--- src/core/ctl_defs.svh ---
// Constants for the trap and interrupt logic: map, fields, causes, encodings
// Notes on behaviour
// RQ1: Request lines are active high and level sensitive; pending while held high.
// RQ2: The system ties reserved lines 15:12, 10:8, 6:4 and 2:0 low.
// RQ3: Line 11 is machine external, line 7 timer, line 3 software.
// RQ4: The taken pulse is high for exactly one clock cycle per interrupt taken.
// RQ5: Index of the taken line is output; meaningful only while the pulse is high.
// RQ6: Custom lines 31:16 map onto enable and pending bits 31:16.
// RQ7: After reset every interrupt is disabled until software enables it.
// RQ8: An interrupt is taken only with global and per-line enable both set.
// RQ9: Priority: lines 31 down to 16, then 11, then 3, then 7 lowest.
// RQ10: With software clearing the source drops its line after handler completion.
// RQ11: With hardware clearing a controller uses pulse and index to drop the request.
// RQ12: In debug mode all interrupt requests are ignored whatever the enables.
// RQ13: Causes: 2 illegal instruction, 3 breakpoint, 11 machine environment call.
// RQ14: Illegal instruction and environment call exceptions can never be masked.
// RQ15: Illegal or undefined encodings trap unless configured as custom instructions.
// RQ16: With the floating-point parameter 0 every single-precision instruction traps.
// RQ17: With the vendor extension parameter 0 every vendor extension instruction traps.
// RQ18: Handler entry saves the PC to exception PC and global enable to previous.
// RQ19: Vectored interrupts go to base plus four times index; others to base.
// RQ20: Return resumes at the saved PC and restores global enable from previous.
// RQ21: Handler entry clears the global enable.
// RQ22: The taken pulse comes in the same cycle as the trap redirect.
`ifndef CTL_DEFS_SVH
`define CTL_DEFS_SVH
`define CTL_OFS_STATUS 6'h00
`define CTL_OFS_ENABLE 6'h04
`define CTL_OFS_PENDING 6'h08
`define CTL_OFS_VECTOR 6'h0c
`define CTL_OFS_EPC 6'h10
`define CTL_OFS_CAUSE 6'h14
`define CTL_BIT_GIE 3
`define CTL_BIT_PGIE 7
`define CTL_LINE_MASK 32'hffff0888
`define CTL_LINE_EXT 5'h0b
`define CTL_LINE_TIMER 5'h07
`define CTL_LINE_SOFT 5'h03
`define CTL_LINE_CUSTOM_LO 16
`define CTL_LINE_CUSTOM_HI 31
`define CTL_VEC_BASE_MASK 32'hffffff00
`define CTL_VEC_MODE_BIT 0
`define CTL_CAUSE_ILLEGAL 32'h00000002
`define CTL_CAUSE_BREAK 32'h00000003
`define CTL_CAUSE_ECALL 32'h0000000b
`define CTL_RESP_OKAY 2'h0
`define CTL_RESP_SLVERR 2'h2
`define CTL_OP_LUI 7'h37
`define CTL_OP_AUIPC 7'h17
`define CTL_OP_JAL 7'h6f
`define CTL_OP_JALR 7'h67
`define CTL_OP_BRANCH 7'h63
`define CTL_OP_LOAD 7'h03
`define CTL_OP_STORE 7'h23
`define CTL_OP_IMM 7'h13
`define CTL_OP_REG 7'h33
`define CTL_OP_FENCE 7'h0f
`define CTL_OP_SYSTEM 7'h73
`define CTL_OP_FLW 7'h07
`define CTL_OP_FSW 7'h27
`define CTL_OP_FMADD 7'h43
`define CTL_OP_FMSUB 7'h47
`define CTL_OP_FNMSUB 7'h4b
`define CTL_OP_FNMADD 7'h4f
`define CTL_OP_FP 7'h53
`define CTL_OP_CUST0 7'h0b
`define CTL_OP_CUST1 7'h2b
`define CTL_OP_CUST2 7'h5b
`define CTL_OP_CUST3 7'h7b
`define CTL_INSN_ECALL 32'h00000073
`define CTL_INSN_EBREAK 32'h00100073
`define CTL_INSN_MRET 32'h30200073
`define CTL_INSN_WFI 32'h10500073
`endif

--- src/core/ctl_pkg.sv ---
// Types shared by the trap and interrupt logic
package ctl_pkg;
  // Result of the interrupt priority search
  typedef struct packed {
    logic hit;
    logic [4:0] idx;
  } ctl_pick_type;
  // Decoded class of the instruction at the head of the pipe
  typedef struct packed {
    logic illegal;
    logic ebreak;
    logic ecall;
    logic mret;
  } ctl_dec_type;
endpackage

--- src/core/ctl_decode.sv ---
// Instruction classifier: illegal encodings, breakpoint, environment call, return
`timescale 1ns/10ps
`default_nettype none
`include "ctl_defs.svh"
module ctl_decode #(
  parameter bit FPU_ENABLE = 1'b0,
  parameter bit VENDOR_EXT_ENABLE = 1'b0
) (
  // Instruction word
  input wire logic [31:0] instr,
  // Classification
  output var ctl_pkg::ctl_dec_type dec
);
  wire [6:0] op = instr[6:0];
  wire [2:0] f3 = instr[14:12];
  wire [6:0] f7 = instr[31:25];
  wire is_fp_op;
  wire is_vendor_op;
  wire is_csr;
  wire base_legal;

  // Single-precision and vendor extension opcode groups
  assign is_fp_op = (op == `CTL_OP_FLW) || (op == `CTL_OP_FSW) || (op == `CTL_OP_FMADD) ||
                    (op == `CTL_OP_FMSUB) || (op == `CTL_OP_FNMSUB) ||
                    (op == `CTL_OP_FNMADD) || (op == `CTL_OP_FP);
  assign is_vendor_op = (op == `CTL_OP_CUST0) || (op == `CTL_OP_CUST1) ||
                        (op == `CTL_OP_CUST2) || (op == `CTL_OP_CUST3);
  assign is_csr = (op == `CTL_OP_SYSTEM) && (f3 != 3'h0) && (f3 != 3'h4);

  // Base integer and multiply encodings that are defined
  assign base_legal =
    (op == `CTL_OP_LUI) || (op == `CTL_OP_AUIPC) || (op == `CTL_OP_JAL) ||
    ((op == `CTL_OP_JALR) && (f3 == 3'h0)) ||
    ((op == `CTL_OP_BRANCH) && (f3 != 3'h2) && (f3 != 3'h3)) ||
    ((op == `CTL_OP_LOAD) && (f3 != 3'h3) && (f3 != 3'h6) && (f3 != 3'h7)) ||
    ((op == `CTL_OP_STORE) && (f3 <= 3'h2)) ||
    ((op == `CTL_OP_IMM) && ((f3 == 3'h1) ? (f7 == 7'h00) :
      (f3 == 3'h5) ? ((f7 == 7'h00) || (f7 == 7'h20)) : 1'b1)) ||
    ((op == `CTL_OP_REG) && ((f7 == 7'h00) || (f7 == 7'h01) ||
      ((f7 == 7'h20) && ((f3 == 3'h0) || (f3 == 3'h5))))) ||
    ((op == `CTL_OP_FENCE) && (f3 <= 3'h1)) ||
    is_csr || (instr == `CTL_INSN_ECALL) || (instr == `CTL_INSN_EBREAK) ||
    (instr == `CTL_INSN_MRET) || (instr == `CTL_INSN_WFI);

  // Custom encodings are legal only when the build enables them
  assign dec.illegal = (instr[1:0] != 2'h3) ||
                       !(base_legal ||                          // [RQ15]
                         (is_fp_op && FPU_ENABLE) ||            // [RQ16]
                         (is_vendor_op && VENDOR_EXT_ENABLE));  // [RQ17]
  assign dec.ebreak = (instr == `CTL_INSN_EBREAK);
  assign dec.ecall = (instr == `CTL_INSN_ECALL);
  assign dec.mret = (instr == `CTL_INSN_MRET);
endmodule
`default_nettype wire

--- src/core/ctl_trap.sv ---
// Trap and interrupt logic with its control registers on AXI4-Lite
//
// Added by the designer: the AXI4-Lite slave port and the register offsets.
`timescale 1ns/10ps
`default_nettype none
`include "ctl_defs.svh"
module ctl_trap #(
  parameter bit FPU_ENABLE = 1'b0,
  parameter bit VENDOR_EXT_ENABLE = 1'b0
) (
  // Clock and reset
  input wire logic aclk,
  input wire logic aresetn,
  // Interrupt request lines and debug state
  input wire logic [31:0] irq_lines,
  input wire logic debug_mode,
  // Instruction at the head of the pipe
  input wire logic instr_valid,
  input wire logic [31:0] instr_word,
  input wire logic [31:0] instr_pc,
  // Interrupt acknowledge to the sources
  output logic irq_taken,
  output logic [4:0] taken_interrupt_index,
  // Fetch redirect
  output logic redirect_valid,
  output logic [31:0] redirect_pc,
  // AXI4-Lite write address and data
  input wire logic [5:0] s_awaddr,
  input wire logic [2:0] s_awprot,
  input wire logic s_awvalid,
  output logic s_awready,
  input wire logic [31:0] s_wdata,
  input wire logic [3:0] s_wstrb,
  input wire logic s_wvalid,
  output logic s_wready,
  // AXI4-Lite write response
  output logic [1:0] s_bresp,
  output logic s_bvalid,
  input wire logic s_bready,
  // AXI4-Lite read
  input wire logic [5:0] s_araddr,
  input wire logic [2:0] s_arprot,
  input wire logic s_arvalid,
  output logic s_arready,
  output logic [31:0] s_rdata,
  output logic [1:0] s_rresp,
  output logic s_rvalid,
  input wire logic s_rready
);
  // Architectural state
  logic gie;
  logic pgie;
  logic [31:0] line_enable;
  logic [31:0] vec_base;
  logic vec_mode;
  logic [31:0] epc;
  logic [31:0] cause;
  // Bus side state
  logic aw_have;
  logic w_have;
  logic [5:0] aw_addr;
  logic [31:0] w_data;
  logic [3:0] w_strb;

  // Priority search: later matches override, so the last hit is the winner
  function automatic ctl_pkg::ctl_pick_type pick(input logic [31:0] v);
    pick = '0;
    if (v[`CTL_LINE_TIMER]) begin
      pick = '{hit: 1'b1, idx: `CTL_LINE_TIMER};
    end
    if (v[`CTL_LINE_SOFT]) begin
      pick = '{hit: 1'b1, idx: `CTL_LINE_SOFT};
    end
    if (v[`CTL_LINE_EXT]) begin
      pick = '{hit: 1'b1, idx: `CTL_LINE_EXT};
    end
    for (int i = `CTL_LINE_CUSTOM_LO; i <= `CTL_LINE_CUSTOM_HI; i++) begin
      if (v[i]) begin
        pick = '{hit: 1'b1, idx: 5'(i)};
      end
    end
  endfunction

  // Byte lane merge for register writes
  function automatic logic [31:0] merge(input logic [31:0] old, input logic [31:0] nw,
                                        input logic [3:0] strb);
    merge = old;
    for (int b = 0; b < 4; b++) begin
      if (strb[b]) begin
        merge[b*8 +: 8] = nw[b*8 +: 8];
      end
    end
  endfunction

  // Instruction classification
  ctl_pkg::ctl_dec_type dec;
  ctl_decode #(
    .FPU_ENABLE(FPU_ENABLE),
    .VENDOR_EXT_ENABLE(VENDOR_EXT_ENABLE)
  ) u_ctl_decode (
    .instr(instr_word),
    .dec(dec)
  );

  // Pending view and interrupt selection
  wire [31:0] pending = irq_lines & `CTL_LINE_MASK;             // [RQ1] [RQ3] [RQ6]
  wire [31:0] armed = pending & line_enable;
  wire ctl_pkg::ctl_pick_type winner = pick(armed);             // [RQ9]
  wire int_take = instr_valid && winner.hit && gie && !debug_mode;  // [RQ8] [RQ12]
  wire exc_take = instr_valid && !int_take &&
                  (dec.illegal || dec.ebreak || dec.ecall);     // [RQ14]
  wire trap_take = int_take || exc_take;
  wire ret_take = instr_valid && !int_take && dec.mret && !dec.illegal;

  // Cause and target of the trap being committed
  wire [31:0] next_cause = int_take ? {1'b1, 26'h0, winner.idx} :
                           dec.illegal ? `CTL_CAUSE_ILLEGAL :
                           dec.ebreak ? `CTL_CAUSE_BREAK : `CTL_CAUSE_ECALL;  // [RQ13]
  wire [31:0] vec_target = vec_base + {25'h0, winner.idx, 2'h0};
  wire [31:0] trap_target = (int_take && vec_mode) ? vec_target : vec_base;  // [RQ19]

  // Bus handshakes and address decode
  wire aw_fire = s_awvalid && s_awready;
  wire w_fire = s_wvalid && s_wready;
  wire ar_fire = s_arvalid && s_arready;
  wire do_write = aw_have && w_have && !s_bvalid;
  wire next_aw_have = aw_have ? !do_write : aw_fire;
  wire next_w_have = w_have ? !do_write : w_fire;
  wire next_bvalid = do_write || (s_bvalid && !s_bready);
  wire next_rvalid = ar_fire || (s_rvalid && !s_rready);
  wire wr_status = do_write && (aw_addr == `CTL_OFS_STATUS);
  wire wr_enable = do_write && (aw_addr == `CTL_OFS_ENABLE);
  wire wr_vector = do_write && (aw_addr == `CTL_OFS_VECTOR);
  wire wr_epc = do_write && (aw_addr == `CTL_OFS_EPC);
  wire wr_known = wr_status || wr_enable || wr_vector || wr_epc ||
                  (aw_addr == `CTL_OFS_PENDING) || (aw_addr == `CTL_OFS_CAUSE);
  wire [31:0] status_word = {24'h0, pgie, 3'h0, gie, 3'h0};
  wire [31:0] status_new = merge(status_word, w_data, w_strb);
  wire [31:0] vector_word = vec_base | {31'h0, vec_mode};
  wire [31:0] vector_new = merge(vector_word, w_data, w_strb);

  // Read address with the byte lane bits dropped, as on the write side
  wire [5:0] ar_word = {s_araddr[5:2], 2'h0};

  // Read data selection
  logic [31:0] rd_word;
  logic rd_known;
  always_comb begin
    rd_known = 1'b1;
    unique case (ar_word)
      `CTL_OFS_STATUS: rd_word = status_word;
      `CTL_OFS_ENABLE: rd_word = line_enable;
      `CTL_OFS_PENDING: rd_word = pending;
      `CTL_OFS_VECTOR: rd_word = vector_word;
      `CTL_OFS_EPC: rd_word = epc;
      `CTL_OFS_CAUSE: rd_word = cause;
      default: begin
        rd_word = 32'h0;
        rd_known = 1'b0;
      end
    endcase
  end

  // Global enable: trap entry clears it, return restores it, trap beats software
  always_ff @(posedge aclk) begin
    if (!aresetn) begin
      gie <= 1'b0;                                              // [RQ7]
      pgie <= 1'b0;
    end else if (trap_take) begin
      pgie <= gie;                                              // [RQ18]
      gie <= 1'b0;                                              // [RQ21]
    end else if (ret_take) begin
      gie <= pgie;                                              // [RQ20]
      pgie <= 1'b1;
    end else if (wr_status) begin
      gie <= status_new[`CTL_BIT_GIE];
      pgie <= status_new[`CTL_BIT_PGIE];
    end
  end

  // Per-line enables, only implemented lines can be set
  always_ff @(posedge aclk) begin
    if (!aresetn) begin
      line_enable <= 32'h0;                                     // [RQ7]
    end else if (wr_enable) begin
      line_enable <= merge(line_enable, w_data, w_strb) & `CTL_LINE_MASK;  // [RQ6]
    end
  end

  // Vector base and mode
  always_ff @(posedge aclk) begin
    if (!aresetn) begin
      vec_base <= 32'h0;
      vec_mode <= 1'b0;
    end else if (wr_vector) begin
      vec_base <= vector_new & `CTL_VEC_BASE_MASK;
      vec_mode <= vector_new[`CTL_VEC_MODE_BIT];
    end
  end

  // Exception PC: trap entry beats a software write in the same cycle
  always_ff @(posedge aclk) begin
    if (!aresetn) begin
      epc <= 32'h0;
    end else if (trap_take) begin
      epc <= instr_pc;                                          // [RQ18]
    end else if (wr_epc) begin
      epc <= merge(epc, w_data, w_strb);
    end
  end

  // Cause of the last trap, read only for software
  always_ff @(posedge aclk) begin
    if (!aresetn) begin
      cause <= 32'h0;
    end else if (trap_take) begin
      cause <= next_cause;                                      // [RQ13]
    end
  end

  // Commit: acknowledge pulse and redirect leave together
  always_ff @(posedge aclk) begin
    if (!aresetn) begin
      irq_taken <= 1'b0;
      taken_interrupt_index <= 5'h0;
      redirect_valid <= 1'b0;
      redirect_pc <= 32'h0;
    end else begin
      irq_taken <= int_take;                                    // [RQ4] [RQ22]
      taken_interrupt_index <= int_take ? winner.idx : 5'h0;    // [RQ5]
      redirect_valid <= trap_take || ret_take;                  // [RQ22]
      redirect_pc <= trap_take ? trap_target : (ret_take ? epc : 32'h0);  // [RQ20]
    end
  end

  // Write channel occupancy: each half is held until the write is done
  always_ff @(posedge aclk) begin
    if (!aresetn) begin
      aw_have <= 1'b0;
      w_have <= 1'b0;
    end else begin
      aw_have <= next_aw_have;
      w_have <= next_w_have;
    end
  end

  // Write readies stay low while a half is held or a response waits
  always_ff @(posedge aclk) begin
    if (!aresetn) begin
      s_awready <= 1'b0;
      s_wready <= 1'b0;
    end else begin
      s_awready <= !next_aw_have && !next_bvalid;
      s_wready <= !next_w_have && !next_bvalid;
    end
  end

  // Write payload capture
  always_ff @(posedge aclk) begin
    if (!aresetn) begin
      aw_addr <= 6'h0;
      w_data <= 32'h0;
      w_strb <= 4'h0;
    end else begin
      if (aw_fire) begin
        aw_addr <= {s_awaddr[5:2], 2'h0};
      end
      if (w_fire) begin
        w_data <= s_wdata;
        w_strb <= s_wstrb;
      end
    end
  end

  // Write response
  always_ff @(posedge aclk) begin
    if (!aresetn) begin
      s_bvalid <= 1'b0;
      s_bresp <= `CTL_RESP_OKAY;
    end else begin
      s_bvalid <= next_bvalid;
      if (do_write) begin
        s_bresp <= wr_known ? `CTL_RESP_OKAY : `CTL_RESP_SLVERR;
      end
    end
  end

  // Read handshake: one read at a time, address refused while data waits
  always_ff @(posedge aclk) begin
    if (!aresetn) begin
      s_arready <= 1'b0;
      s_rvalid <= 1'b0;
    end else begin
      s_arready <= !next_rvalid;
      s_rvalid <= next_rvalid;
    end
  end

  // Read data and response, held until the master takes them
  always_ff @(posedge aclk) begin
    if (!aresetn) begin
      s_rdata <= 32'h0;
      s_rresp <= `CTL_RESP_OKAY;
    end else if (ar_fire) begin
      s_rdata <= rd_word;
      s_rresp <= rd_known ? `CTL_RESP_OKAY : `CTL_RESP_SLVERR;
    end
  end
endmodule
`default_nettype wire

--- config.mk ---
export PLATFORM = sky130hd
export DESIGN_NAME = ctl_trap
export DESIGN_NICKNAME = d
export VERILOG_FILES = /design/src/core/ctl_pkg.sv /design/src/core/ctl_decode.sv /design/src/core/ctl_trap.sv
export VERILOG_INCLUDE_DIRS = /design/src /design/src/core
export SDC_FILE = /design/constraint.sdc
export NUM_CORES = 1
export LEC_CHECK = 0
export BUFFER_PORTS_ARGS = -buffer_cell sky130_fd_sc_hd__buf_2
export CAP_MARGIN = 5
export CORE_MARGIN = 5
export CORE_UTILIZATION = 40
export DETAILED_ROUTE_END_ITERATION = 8
export HOLD_SLACK_MARGIN = 0.03
export PLACE_DENSITY_LB_ADDON = 0.08
export SKIP_CTS_REPAIR_TIMING = 1
export SYNTH_ARGS = -nofsm -noshare
export SYNTH_HDL_FRONTEND = slang
export SYNTH_HIERARCHICAL = 1
export SYNTH_SLANG_ARGS = --single-unit
--- constraint.sdc ---
create_clock -name aclk -period 6.35 [get_ports aclk]
set_clock_uncertainty 0.05 [all_clocks]
set_input_delay 0.3175 -clock aclk [delete_from_list [all_inputs] [get_ports aclk]]
set_output_delay 0.3175 -clock aclk [all_outputs]
set_load 0.01 [all_outputs]
==> results.yml <==
setup_path:
  critPathMaxFanout: 14
  cp.arrival_ps: 4220
  critPathKind: "input port to register"
  start_kind: "input port"
  worstPathRequired_ps: 6720
  cp-end-kind: "register"
finish:
  antenna_cells: 0
  area_growth_pct: 26.5
  fin_nets: 1425
  layout-drive-gt1-share_pct: 21.6
  post-route-util_pct: 51.2
global_routing:
  grt_start_max_net_pins: 103
  grt_pass1_vias: 7905
  grt_pass1_wl_um: 44900
  grtUsageTotal_pct: 21.5
  antenna_found_initial: 0
  grt-ovfl-total: 0
timing:
  final_hold_viol_count: 0
  fin_crit_ps: 3850
  finalSetupTns_ps: 0
  max_freq_mhz: 259
  worst_pin_slew_ps: 1160
  slew_headroom_pct: 21.9
  fin_crit_sh_pct: 60.7
  drv_slew: 0
  hold_ws_ps: 7.50
  rsz0062_at_grt: "false"
  final-setup-viol-count: 0
placement:
  dp_hpwl_um: 20100
  place_congestion: 0.818
  port_buffers: 213
yosys:
  synth_seq_cells: 204
  netlist-cell-type-count: 61
  netlist_instances: 1048
  ys.flop_type: "dfxtp_1"
  avgSynthCellArea_um2: 8.68
  yosysSeqAreaShare_pct: 44.9
  synth-edff-count: 0
  synth_area_um2: 9100
  yosysWarningCount: 6
  synthArstFlopShare_pct: 0
hold_path:
  hp-class: "input port to register"
die:
  die_h_um: 161
  dieArea_um2: 25900
  io_pins: 239
  die_w_um: 161
  coreArea_um2: 22500
  start_util_pct: 40.4
  num_rows: 55
route:
  finalWirelength_um: 29800
  drcViolationCount: 0
  dr.pass1.iters: 7
  vias: 8480
  wl_per_cell_um: 19.0
  drt_iter0_drc: 820
  vias_per_cell: 5.41
  ant_nets: 0
clock_tree:
  cts.reportedPaths.clkPinSlew_ps: 60
  ctsLongestPathBuffers: 3
  clkSinkCount: 204
  cts_tree: "done"
  clockRootBuffer: "clkbuf_16"
  cts_made_buffers: 23
  htree_levels: 1
  clock_latency_ps: 510
power_and_ir_drop:
  vdd_drop_max_mv: 0.181
  leakagePower_uw: 0.00497
  powerDensity_nw_per_um2: 258
  finalPower_uw: 2970
status:
  outcome: "finished, final reports clean"
flow_run:
  maxCapViolations: 0
-- power by group --
group	internal [µW]	switching (µW)	total [µW]
Sequential	1310	41.9	1360
Combinational	108	125	234
Clock	841	536	1380
Total	2260	703	2970
-- cells in the final DEF, fill, tap and decap left out, types with 4 or more instances in the layout --
cell / instances
a31oi_1: 4
nor2_1: 17
mux2i_1: 33
a21boi_0: 101
and4_1: 4
buf_2: 212
a22o_1: 6
and2_1: 23
clkbuf_8: 8
o211a_1: 33
a21boi_1: 30
a21o_1: 20
o21ai_0: 20
dfxtp_1: 204
dlygate4sd3_1: 45
inv_1: 5
a21oi_1: 10
clkinv_2: 4
nand3_1: 85
nor3_1: 5
clkbuf_16: 23
nor4_1: 4
nand2b_1: 7
a22oi_1: 18
buf_4: 10
nand4_1: 4
nand2_1: 263
a222oi_1: 20
-- area by class of cell --
class | instances | area (µm²)
Fill cell | 2255 | 11000
Multi-Input combinational cell | 765 | 4680
Sequential cell | 204 | 4080
Timing Repair Buffer | 267 | 1590
Clock buffer | 34 | 697
Tap cell | 285 | 357
Clock inverter | 8 | 97.6
Inverter | 5 | 18.8
-- per-stage QoR --
step | cell area [µm²] | std cells | setup WS [ps]
after global placement | 10300 | 1481 | 2040
after detailed placement | 10300 | 1481 | 2010
after floorplan | 9100 | 1049 | 3200
after CTS | 11100 | 1523 | 2520
after global routing | 11500 | 1568 | 2300
final | 11500 | 1568 | 2500
-- critical path, stage by stage --
cell and delay [ps]:
buf_2 120, nor4_4 290, nand2_1 90, or4_4 530
or4_4 440, nor3_1 340, o31ai_1 280, and2_1 280
a31oi_2 880, buf_4 380, nand2_1 80, a21boi_1 190
-- layer usage --
layer  vias to the layer above  global-route usage (%)  wire length [µm]
met5                         -                       0                 0
met4                         0                    3.80               379
met3                        30                    4.13              2350
met2                       323                    31.0             12300
met1                      3950                    33.6             14700
li1                       4177                       -                 -
-- state kept, by name (all words and copies together), names as in the netlist, 4 cells and up --
name                   cells
epc                       32
redirect_pc               32
s_rdata                   32
w_data                    32
vec_base                  24
line_enable               19
cause                      6
taken_interrupt_index      5
aw_addr                    4
w_strb                     4
-- Yosys cell counts, types with 4 or more instances --
cell / n / area, µm²
a21o_1: 20 / 150
a21boi_1: 30 / 225
o21ai_0: 20 / 100
nor4_1: 4 / 25.0
a21boi_0: 101 / 758
and4_1: 4 / 35.0
clkbuf_1: 49 / 184
and2_1: 23 / 144
a22o_1: 6 / 52.6
nand4_1: 4 / 25.0
nand2_1: 263 / 987
a22oi_1: 18 / 135
dfxtp_1: 204 / 4080
a31oi_1: 4 / 25.0
buf_2: 15 / 75.1
inv_1: 5 / 18.8
o211a_1: 33 / 330
nand3_1: 85 / 425
nor3_1: 6 / 30.0
buf_6: 4 / 45.0
nor2_1: 17 / 63.8
mux2i_1: 33 / 330
a222oi_1: 20 / 200
a21oi_1: 10 / 50.1
nand2b_1: 7 / 43.8
buf_4: 5 / 37.5
-- kinds of logic after synthesis --
logic type,after synthesis,synth area share (%)
XOR/XNOR,1,0.0963
other,1,0.0412
multiplexers,35,3.88
buffers and inverters,80,4.04
flip-flops,204,44.9
AND/OR/NAND/NOR,437,22.3
AO/OA/AOI/OAI,290,24.8
-- worst paths after layout --
path                                               start                            to  slack, ps  depth (start not counted)
worst max register to register        aw_have$_SDFF_PN0_  line_enable[26]$_SDFFE_PN0P_       3490                          5
worst min register to register  s_rdata[22]$_SDFFE_PN0P_      s_rdata[22]$_SDFFE_PN0P_        400                          2
worst min-delay path                         s_wdata[12]       w_data[12]$_SDFFE_PN0P_          8                          3
worst max-delay path                      instr_word[25]    redirect_pc[17]$_SDFF_PN0_       2500                         12
(Power assumes the default switching activity.)
